File: src/include/dcm_pkg.sv
// constants and state type for the debug comparator match registers
// assumes a byte wide register file reached over a 32-bit wishbone slave
package dcm_pkg;
  // observed bus widths and comparator count
  localparam int unsigned DCM_NCMP = 3;
  localparam int unsigned DCM_ADDR_W = 18;
  localparam int unsigned DCM_DATA_W = 16;
  // register indexes, byte address is four times the index
  localparam logic [5:0] DCM_IDX_ADDR_HIGH = 6'h29;
  localparam logic [5:0] DCM_IDX_ADDR_MID = 6'h2A;
  localparam logic [5:0] DCM_IDX_ADDR_LOW = 6'h2B;
  localparam logic [5:0] DCM_IDX_DATA_HIGH = 6'h2C;
  localparam logic [5:0] DCM_IDX_DATA_LOW = 6'h2D;
  localparam logic [5:0] DCM_IDX_DATA_HMASK = 6'h2E;
  localparam logic [5:0] DCM_IDX_CTRL = 6'h30;
  localparam logic [5:0] DCM_IDX_STATUS = 6'h31;
  // view select codes
  localparam logic [1:0] DCM_VIEW_A = 2'b00;
  localparam logic [1:0] DCM_VIEW_B = 2'b01;
  localparam logic [1:0] DCM_VIEW_C = 2'b10;
  localparam logic [1:0] DCM_VIEW_NONE = 2'b11;
  // control register field positions
  localparam int unsigned DCM_CTL_VIEW_LSB = 0;
  localparam int unsigned DCM_CTL_TAG = 2;
  localparam int unsigned DCM_CTL_ARM = 3;
  localparam int unsigned DCM_CTL_EN_LSB = 4;
  // low data byte is always compared, its mask register is not here
  localparam logic [7:0] DCM_LOW_MASK = 8'hFF;
  localparam logic [7:0] DCM_BYTE_ZERO = 8'h00;
  // whole block state
  typedef struct packed {
    logic [2:0][17:0] ref_addr; // per comparator address reference
    logic [7:0] data_hi; // comparator a data reference 15:8
    logic [7:0] data_lo; // comparator a data reference 7:0
    logic [7:0] mask_hi; // comparator a data mask 15:8
    logic [1:0] view; // which comparator the window shows
    logic tag_a; // comparator a opcode tagging
    logic armed; // debug module armed
    logic [2:0] cmp_en; // comparator enables
    logic ack; // wishbone acknowledge
    logic [7:0] rdat; // read data byte
    logic [2:0] match; // registered match flags
  } dcm_state_t;
  localparam dcm_state_t DCM_STATE_RST = '0;
endpackage : dcm_pkg

File: src/hw/dcm_match.sv
// debug comparator address and data match registers with their comparators
// assumes a classic wishbone master and a cpu bus observed in the same clock
//
// How it works
// - mid register holds address bits 15:8
// - low register holds address bits 7:0
// - reference bit zero wants low, one high
// - address registers read in any view but none, written when disarmed
// - data registers read only in view a
// - data registers written in view a, disarmed
// - data high holds data bits 15:8
// - data low holds data bits 7:0
// - data reference zero wants low, one high
// - data high bit compared only when mask set
// - data compare only while tagging is off
// - only comparator a compares data
// - view selects comparator a, b, c or none
// - cleared mask bit lets any value match
// - high register holds address bits 17:16
`timescale 1ns/1ps
module dcm_match
  import dcm_pkg::*;
(
  // clock and reset
  input wire logic i_clk,
  input wire logic i_rst_n,
  // wishbone slave
  input wire logic i_wb_cyc,
  input wire logic i_wb_stb,
  input wire logic i_wb_we,
  input wire logic [7:0] i_wb_adr,
  input wire logic [3:0] i_wb_sel,
  input wire logic [31:0] i_wb_dat,
  output logic [31:0] o_wb_dat,
  output logic o_wb_ack,
  // observed cpu bus
  input wire logic i_bus_valid,
  input wire logic [DCM_ADDR_W-1:0] i_bus_addr,
  input wire logic [DCM_DATA_W-1:0] i_bus_data,
  // comparator results
  output logic [2:0] o_match
);

  dcm_state_t st_q; // registered state
  dcm_state_t st_d; // next state
  logic req; // new bus request this cycle
  logic wr; // byte lane zero write
  logic [5:0] idx; // register index
  logic [7:0] wbyte; // written byte
  logic vis; // a comparator is in view
  logic view_a; // comparator a is in view
  logic [2:0] addr_hit; // per comparator address equality
  logic data_hit; // comparator a data equality
  logic [2:0] match_now; // combined match this cycle

  // one request per handshake; ack drops the cycle after it was given
  // gating on ack stops a master that holds stb from being taken twice
  assign req = i_wb_cyc && i_wb_stb && !st_q.ack;
  assign wr = req && i_wb_we && i_wb_sel[0];
  assign idx = i_wb_adr[7:2];
  assign wbyte = i_wb_dat[7:0];
  assign vis = st_q.view != DCM_VIEW_NONE;
  assign view_a = st_q.view == DCM_VIEW_A;

  // address comparison per comparator, all 18 bits exact
  // equality only: range modes are not built into this block
  for (genvar g = 0; g < DCM_NCMP; g++) begin : g_cmp
    assign addr_hit[g] = i_bus_valid && st_q.cmp_en[g] &&
                         (i_bus_addr == st_q.ref_addr[g]);
  end

  // data test on comparator a; masked bits never block a match
  // limitation: no low mask register, so data bits 7:0 always take part
  assign data_hit = st_q.tag_a ||
    (((i_bus_data ^ {st_q.data_hi, st_q.data_lo}) &
      {st_q.mask_hi, DCM_LOW_MASK}) == 16'h0000);

  // b and c are address only
  assign match_now = addr_hit & {1'b1, 1'b1, data_hit};

  // next state: register access and match capture
  // reads and writes decode the same index, so outside the read-only status index a read returns
  // exactly the byte that a write to that index would reach
  always_comb begin
    st_d = st_q;
    st_d.ack = req;
    st_d.match = match_now;
    if (req) begin
      st_d.rdat = DCM_BYTE_ZERO; // unmapped and hidden read as zero
    end
    unique case (idx)
      DCM_IDX_ADDR_HIGH: begin
        // address high, writes lock while armed
        if (req && vis) begin
          st_d.rdat = {6'h00, st_q.ref_addr[st_q.view][17:16]};
        end
        if (wr && vis && !st_q.armed) begin
          st_d.ref_addr[st_q.view][17:16] = wbyte[1:0];
        end
      end
      DCM_IDX_ADDR_MID: begin
        // address mid, same view and lock as the high byte
        if (req && vis) begin
          st_d.rdat = st_q.ref_addr[st_q.view][15:8];
        end
        if (wr && vis && !st_q.armed) begin
          st_d.ref_addr[st_q.view][15:8] = wbyte;
        end
      end
      DCM_IDX_ADDR_LOW: begin
        // address low, same view and lock as the high byte
        if (req && vis) begin
          st_d.rdat = st_q.ref_addr[st_q.view][7:0];
        end
        if (wr && vis && !st_q.armed) begin
          st_d.ref_addr[st_q.view][7:0] = wbyte;
        end
      end
      DCM_IDX_DATA_HIGH: begin
        // data registers exist for comparator a only
        if (req && view_a) begin
          st_d.rdat = st_q.data_hi;
        end
        if (wr && view_a && !st_q.armed) begin
          st_d.data_hi = wbyte;
        end
      end
      DCM_IDX_DATA_LOW: begin
        // data low reference, hidden outside view a
        if (req && view_a) begin
          st_d.rdat = st_q.data_lo;
        end
        if (wr && view_a && !st_q.armed) begin
          st_d.data_lo = wbyte;
        end
      end
      DCM_IDX_DATA_HMASK: begin
        // data high mask, hidden outside view a
        if (req && view_a) begin
          st_d.rdat = st_q.mask_hi;
        end
        if (wr && view_a && !st_q.armed) begin
          st_d.mask_hi = wbyte;
        end
      end
      DCM_IDX_CTRL: begin
        // control stays writable so software can disarm
        // trade-off: the lock is not applied here, so software may also
        // move the view while armed; only the references and the data high mask are frozen
        if (req) begin
          st_d.rdat = {1'b0, st_q.cmp_en, st_q.armed, st_q.tag_a, st_q.view};
        end
        if (wr) begin
          st_d.view = wbyte[DCM_CTL_VIEW_LSB+:2];
          st_d.tag_a = wbyte[DCM_CTL_TAG];
          st_d.armed = wbyte[DCM_CTL_ARM];
          st_d.cmp_en = wbyte[DCM_CTL_EN_LSB+:3];
        end
      end
      DCM_IDX_STATUS: begin
        // read only view of last cycle's matches
        if (req) begin
          st_d.rdat = {5'h00, st_q.match};
        end
      end
      default: begin
        // unmapped: acknowledged, reads zero, writes dropped
      end
    endcase
  end

  // single state register, constant under reset
  // every field resets to zero, which leaves all comparators off
  always_ff @(posedge i_clk or negedge i_rst_n) begin
    if (!i_rst_n) begin
      st_q <= DCM_STATE_RST;
    end else begin
      st_q <= st_d;
    end
  end

  // outputs straight from flops
  // read data stands until the next taken request, so a slow master
  // may take it late without loss
  assign o_wb_ack = st_q.ack;
  assign o_wb_dat = {24'h00_0000, st_q.rdat};
  assign o_match = st_q.match;

  // control is left out: it must stay writable, or an armed block
  // could never be released by software
  logic lock_wr; // any write refused by the lock
  assign lock_wr = wr && st_q.armed && idx != DCM_IDX_CTRL;
endmodule : dcm_match

File: config.mk
export PLATFORM = sky130hd
export DESIGN_NAME = dcm_match
export DESIGN_NICKNAME = d
export VERILOG_FILES = /design/src/include/dcm_pkg.sv /design/src/hw/dcm_match.sv
export SDC_FILE = /design/constraint.sdc
export NUM_CORES = 1
export LEC_CHECK = 0
export BUFFER_PORTS_ARGS = -buffer_cell sky130_fd_sc_hd__buf_4
export CAP_MARGIN = 5
export CELL_PAD_IN_SITES_DETAIL_PLACEMENT = 2
export CELL_PAD_IN_SITES_GLOBAL_PLACEMENT = 2
export CORE_MARGIN = 2
export CORE_UTILIZATION = 30
export CTS_CLUSTER_DIAMETER = 50
export DETAILED_ROUTE_END_ITERATION = 12
export GPL_TIMING_DRIVEN = 0
export MAX_ROUTING_LAYER = met4
export PLACE_DENSITY_LB_ADDON = 0.1
export SLEW_MARGIN = 30
export SYNTH_ARGS = -nofsm -noshare
export SYNTH_HDL_FRONTEND = slang
export SYNTH_SLANG_ARGS = --single-unit
File: constraint.sdc
create_clock -name i_clk -period 4.6 [get_ports i_clk]
set_input_delay 0.46 -clock i_clk [delete_from_list [all_inputs] [get_ports i_clk]]
set_output_delay 0.46 -clock i_clk [all_outputs]
set_load 0.03 [all_outputs]
==> metrics.md, run 1 <==
| Metric | Value |
|---|---|
| Final period util | `~51%` |
| Final ANT Viol Nets | `0` |
| CP Class | `reg -> reg` |
| DP HPWL | `roughly 16000 µm` |
| Core area | `approximately 20000 µm²` |
| Synth Flop Type | `dfrtp_1` |
| Slew HR | `~41%` |
| Syn avg cell area | `between 10 and 15 µm²` |
| Finished Layout Cells | `roughly 900` |
| Switching Share | `28.26%` |
| Number of setup buffers added after CTS | `0` |
| First-pass GRT wire length | `around 33000 µm` |
| # hold bufs at CTS | `0` |
| Data arrival time of the worst path | `2.62 ns` |
| Slew @ Worst Pin | `just under 0.9 ns` |
| Sequential power share | `~45%` |
| Logic pwr share | `13.7%` |
| Die Area | `~21000 µm²` |
| Leak | `approximately 3.5 nW` |
| Design Area, Final | `~7000 µm²` |
| CP Max Fanout | `10` |
| Worst-path clk slew | `about 0.080 ns` |
| Port bufs | `60` |
| RSZ-0062 raised after global routing | `no` |
| Crit. Startpoint | `st_q[17]` |
| VDD IR max | `0.0001795 V` |
| Worst reg2reg setup slack | `about 2.3 ns` |
| H-tree depth | `3` |
| Via/cell ratio | `roughly 5.2` |
| Endpoints failing hold | `0` |
| Worst slack, placed | `approximately 2.2 ns` |
| Top-level port count | `120` |
| Worst-skew pair later-pin latency | `approximately 0.36 ns` |
| Placed cell count | `approximately 900` |
| Ant diodes | `0` |
| Die X | `about 150 µm` |
| CTS Root Cell | `clkbuf_16` |
| DRT iter0 DRCs | `175` |
| HP Class | `in -> async` |
| Starting Density | `between 30% and 40%` |
| Clock power frac | `about two fifths` |
| Post-synthesis async set-or-reset flop share | `between 90% and 100%` |
| Syn Std Cell Area | `roughly 6000 µm²` |
| Mapped Cells | `roughly 540` |
| Largest net degree at the start of global routing | `between 90 and 100` |
| Final setup viols | `0` |
| Max Root-Sink Buffers | `2` |
| Seq cells post-synth | `just under 100` |
| Startpoint Class | `flop` |
| Cts repair resizes | `0` |
| CP Capture Type | `flop` |
| Seq/Total Area, Yosys | `roughly two fifths` |
| Minimum hold slack | `just under 0.2 ns` |
| Synth cell types | `64` |
| Final Skew | `about 0.012 ns` |
| Crit Reg-Reg Endpoint | `o_wb_dat[4]` |
| DR pass1 iterations | `4` |
| Final max-slew violation count | `0` |
| Vias in the first global route | `slightly above 5000` |
| Area grow syn2layout | `19.63%` |
| Routability cong. | `approximately 0.84` |
| Fin crit period | `2.334 ns` |
| Routed WL | `about 22000 µm` |
| CTS tree | `done` |
| Worst EP required | `approximately 5 ns` |
| DRC violations left | `0` |
| Sw Pwr | `0.5488 mW` |
| Layout cells sized above 1 | `between 20% and 30%` |
| Max Fclk | `0.4285 GHz` |
| Ys Warns | `0` |
| Status | `finished clean` |
| GRT Total Usage | `between 20% and 30%` |
| MaxCap Viol Count | `0` |
| Final Power | `1.942 mW` |
| Final Core Density | `a little under two fifths` |
| Die height | `145.5 µm` |
| Total CTS buffers | `9` |
| Worst Reg-to-Reg Cells | `7` |
| Num rows | `between 50 and 60` |
| Clock Sinks | `97` |
| Post-layout net count | `between 700 and 800` |
| Initial antenna violation count | `0` |
| Setup ws final | `about 2.3 ns` |
| GR Overflow Total | `0` |
| PD cells | `270.3 nW/µm²` |
| DR WL/cell | `~24 µm` |
| Vias | `roughly 4700` |
| Setup TNS | `0 ns` |
| Worst r2r src | `st_q[17]` |
| Number of flops mapped to enable cells by yosys | `0` |
| Post-place instance area | `6877 µm²` |
| Internal Power | `1.393 mW` |
[worst max-delay path: stages, from the launching register on]
cell      delay, ns
dfrtp_1        0.38
buf_2          0.21
inv_2          0.19
clkbuf_1       0.49
a221oi_1       0.19
nor3_1         0.48
o31ai_1        0.13
a21oi_1        0.18
[power groups by stage]
stage	clock network (mW)	logic (mW)	registers (mW)
after floorplan	0	0.142	0.883
after global placement	0	0.261	0.884
after detailed placement	0	0.265	0.885
after CTS	0.824	0.266	0.867
after global routing	0.860	0.286	0.869
final	0.809	0.265	0.867
[synth_stat cells (6+ instances only)]
master	n	area, µm²
a21oi_1	10	50.05
buf_2	14	70.07
nor4_1	15	93.84
xnor2_1	26	227.7
dfrtp_1	97	2427
nor3_1	12	60.06
nand3_1	11	55.05
nor2b_1	10	62.56
mux2_1	93	1047
buf_1	6	22.52
mux2_2	6	67.56
nor2_1	13	48.80
nand2_1	15	56.30
buf_4	40	300.3
a22oi_1	6	45.04
a221oi_1	16	140.1
mux2i_1	6	60.06
clkbuf_1	6	22.52
nand4_1	11	68.82
xor2_1	44	385.4
[how the worst max path moves through the flow]
stage | slack (ns) | cells past startpoint | to
4_1_cts | 2.25 | 7 | o_wb_dat[4]
5_1_grt | 2.19 | 7 | o_wb_dat[4]
3_5_place_dp | 2.16 | 5 | o_wb_dat[5]
6_report | 2.27 | 7 | o_wb_dat[4]
2_1_floorplan | 2.69 | 6 | st_q[12]
3_3_place_gp | 2.19 | 5 | o_wb_dat[6]
[layout by cell type (no fill, tap or decap), drive strengths merged, types with 3 or more instances in the layout]
cell type | Yosys | routed
mux2 | 99 | 99
nor2b | 10 | 10
a22o | 3 | 3
a21oi | 10 | 10
xor2 | 44 | 44
nand4 | 12 | 12
a22oi | 6 | 6
and2 | 4 | 4
and3 | 5 | 5
o21ai | 6 | 6
nand3 | 13 | 13
nand2 | 20 | 20
o32ai | 3 | 3
nor3 | 12 | 12
a211oi | 3 | 3
nor4 | 15 | 15
buf | 61 | 120
a221oi | 16 | 16
clkbuf | 6 | 17
inv | 4 | 5
xnor2 | 26 | 26
nand4b | 3 | 3
o31ai | 4 | 4
nor2 | 17 | 17
dfrtp | 97 | 97
mux2i | 6 | 6
o41ai | 4 | 4
conb | 1 | 24
a32o | 3 | 3
clkinv | 0 | 3
[per-layer routing]
metal | vias to the layer above | track usage, % | routed length [µm]
li1 | 2131 | - | -
met1 | 2454 | 29.79 | 10480
met5 | - | - | 0
met4 | 0 | 4.853 | 223
met2 | 110 | 33.84 | 10290
met3 | 17 | 2.665 | 840
[final cells by class]
class	instances	area, µm²
Inverter	4	15.01
Clock inverter	6	65.06
Clock buffer	10	239.0
Sequential cell	97	2427
Timing Repair Buffer	60	456.7
Fill cell	2115	12340
Multi-Input combinational cell	397	3222
Tap cell	265	331.6
Buffer	67	426.7
[cell families after synthesis]
logic type             Yosys count  share of synthesized area [%]
multiplexers                   105                          19.57
AND/OR/NAND/NOR                122                          12.50
other                            1                        0.06245
XOR/XNOR                        70                          10.21
flip-flops                      97                          40.43
buffers and inverters           71                          7.356
AO/OA/AOI/OAI                   76                          9.877
Power figures use the tool's default switching activity.
==> inputs of run 2 (changes only) <==
==> constraint.sdc (replaced) <==
create_clock -name i_clk -period 2 [get_ports i_clk]
set_input_delay 0.2 -clock i_clk [delete_from_list [all_inputs] [get_ports i_clk]]
set_output_delay 0.2 -clock i_clk [all_outputs]
set_load 0.03 [all_outputs]
==> run 2 against run 1 <==
Sequential cell count unchanged. Total power up 130%. Clock-buffer cell count unchanged. Critical endpoint is now o_wb_dat[5]. Highest routed layer unchanged.
==> metrics.md, run 2 (synthesis results as in run 1) <==
| Metric | Value |
|---|---|
| Design Area, Final | `7501 µm² (+4.4%)` |
| Max layer used | `met4` |
| Area grow syn2layout | `24.92%` |
| Placed cell count | `890 (unchanged)` |
| Worst Reg-to-Reg Cells | `7 (unchanged)` |
| CTS tree | `done` |
| Critical path's largest stage delay | `0.37 ns (-0.12 ns)` |
| Leak | `3.596 nW (+2.6%)` |
| Commonest cells after routing, fill and taps aside | `buf_4, dfrtp_1, mux2_1, xor2_1, xnor2_1` |
| GRT Total Usage | `21.60% (+0.082 points)` |
| Layout cells sized above 1 | `28.99% (+4.5 points)` |
| H-tree depth | `3 (unchanged)` |
| HP Class | `in -> reg` |
| Finished Layout Cells | `910 (+0.44%)` |
| Worst-skew pair later-pin latency | `0.37 ns (about the same)` |
| Max Root-Sink Buffers | `2 (unchanged)` |
| Final Power | `4.519 mW (+130%)` |
| Endpoints failing hold | `0 (unchanged)` |
| Initial antenna violation count | `0 (unchanged)` |
| Via/cell ratio | `5.173 (-0.55%)` |
| Largest net degree at the start of global routing | `98 (unchanged)` |
| Final period util | `96.84% (+46 points)` |
| Crit path top cell by count | `buf_8` |
| Num rows | `51 (unchanged)` |
| Status | `finished clean` |
| Data arrival time of the worst path | `2.17 ns (-0.45 ns)` |
| Post-layout net count | `724 (+0.56%)` |
| CP max stage cell | `dfrtp_1` |
| Internal Power | `3.223 mW (+130%)` |
| CTS Root Cell | `clkbuf_16` |
| Ant diodes | `0 (unchanged)` |
| DP HPWL | `16310 µm (unchanged)` |
| Die Area | `21160 µm² (unchanged)` |
| Final Core Density | `38.41% (+1.6 points)` |
| Sequential power share | `44.2% (-0.5 points)` |
| VDD IR max | `0.0004222 V (+140%)` |
| Final setup viols | `0 (unchanged)` |
| Post-place instance area | `6877 µm² (unchanged)` |
| Startpoint Class | `flop` |
| Die X | `145.5 µm (unchanged)` |
| Switching Share | `28.69% (+0.42 points)` |
| GR Overflow Total | `0 (unchanged)` |
| Routed WL | `22160 µm (+1.5%)` |
| CP delay by family, top | `simple AND/OR/NAND/NOR gates` |
| CP Class | `reg -> reg` |
| DR WL/cell | `24.35 µm (+1.0%)` |
| Total CTS buffers | `9 (unchanged)` |
| First-pass GRT wire length | `33290 µm (+0.40%)` |
| Slew @ Worst Pin | `0.8476 ns (-0.02721 ns)` |
| Final Skew | `0.01266 ns (+0.0003376 ns)` |
| Critical path, cell by cell | `buf_8, buf_8, mux2_1, a22oi_2, a211oi_4, nor4_1, nor3_1` |
| Setup ws final | `0.06328 ns (-2.203 ns)` |
| Hold Path Stages | `2` |
| Top-level port count | `120 (unchanged)` |
| Slew HR | `43.49% (+2.0 points)` |
| DR pass1 iterations | `4 (unchanged)` |
| PD cells | `602.5 nW/µm² (+120%)` |
| Final max-slew violation count | `0 (unchanged)` |
| Starting Density | `30.75% (unchanged)` |
| MaxCap Viol Count | `0 (unchanged)` |
| Logic pwr share | `14.5% (+0.8 points)` |
| Max Fclk | `0.5163 GHz (+21%)` |
| Die height | `145.5 µm (unchanged)` |
| Clock power frac | `41.3% (-0.4 points)` |
| Clock Sinks | `97 (unchanged)` |
| Final ANT Viol Nets | `0 (unchanged)` |
| Vias in the first global route | `5170 (+0.54%)` |
| Metal3 WL | `794 µm (-5.5%)` |
| Sw Pwr | `1.296 mW (+140%)` |
| M1 WL | `10600 µm (+1.2%)` |
| CP Max Fanout | `10 (unchanged)` |
| Met2 routed WL | `10480 µm (+1.8%)` |
| Worst-path clk slew | `0.07 ns (about the same)` |
| Fin crit period | `1.937 ns (-0.3972 ns)` |
| Vias | `4707 (-0.11%)` |
| Port bufs | `60 (unchanged)` |
| Worst slack, placed | `-0.3318 ns (-2.490 ns)` |
| Worst EP required | `2.23 ns (-2.65 ns)` |
| Routability cong. | `0.8418 (unchanged)` |
| DRT iter0 DRCs | `153 (-13%)` |
| Stages on worst setup path | `7 (unchanged)` |
| CP Capture Type | `flop` |
| Core area | `19530 µm² (unchanged)` |
| WP buf/inv | `2 (-1)` |
| DRC violations left | `0 (unchanged)` |
| Commonest non-fill, non-tap cell in the layout | `buf_4` |
run 2: cell count changes in the layout (fill, tap and decap cells not counted), sizes merged:
| cell | delta |
|---|---|
| dlygate4sd3 | +1 |
| buf | +3 |
run 2: final timing paths:
path                        startpoint  slack (ns)                          to
min in group asynchronous      i_rst_n        0.48  asynchronous set/reset pin
min                        i_wb_dat[0]        0.09                        flop
max reg2reg                   st_q[18]        0.06                 o_wb_dat[5]
min reg2reg                   st_q[23]        0.53                    st_q[23]
max                           st_q[18]        0.06                 o_wb_dat[5]
max in group asynchronous      i_rst_n        0.91                    st_q[36]
run 2: area by class of cell:
cell class	instances	area (µm²)
plain buffers	67	479.2
multi-input cells	397	3450
well taps	265	331.6
fillers	2070	12030
clock inverters	6	65.06
flip-flops and latches	97	2427
inverters	4	20.02
clock buffers	10	239.0
repair buffers	64	489.2
run 2: power groups by stage:
stage	logic (mW)	clock network, mW	registers (mW)
6_report	0.657	1.87	2.00
3_3_place_gp	0.600	0	2.03
5_1_grt	0.705	1.98	2.00
2_1_floorplan	0.326	0	2.03
3_5_place_dp	0.609	0	2.03
4_1_cts	0.623	1.89	2.00
run 2: metrics by stage:
stage               hold WS [ns]  setup TNS [ns]
floorplan               -0.09559               0
global placement          0.4572          -3.342
detailed placement        0.3920          -6.029
CTS                      0.01320        -0.01333
global route             0.09527        -0.07365
finish                   0.09021               0
run 2: layer usage:
layer  up-vias  track usage (%)
li1       2142                -
met1      2438            29.65
met2       107            34.36
met3        20            2.539
met4         0            4.902
met5         -                -
run 2: what timing repair did:
item	4_1_cts	5_1_grt
setup endpoints to repair	61	49
endpoints found under the hold margin	0	6
cloned	0	0
pin swaps	1	2
setup buffers	1	2
hold buffers	0	1
resized for setup	20	42
run 2: worst register-to-register path, stage by stage, from the launching register on:
cell      delay (ns)
dfrtp_1         0.37
buf_8           0.17
buf_8           0.19
mux2_1          0.37
a22oi_2         0.20
a211oi_4        0.12
nor4_1          0.29
nor3_1          0.10
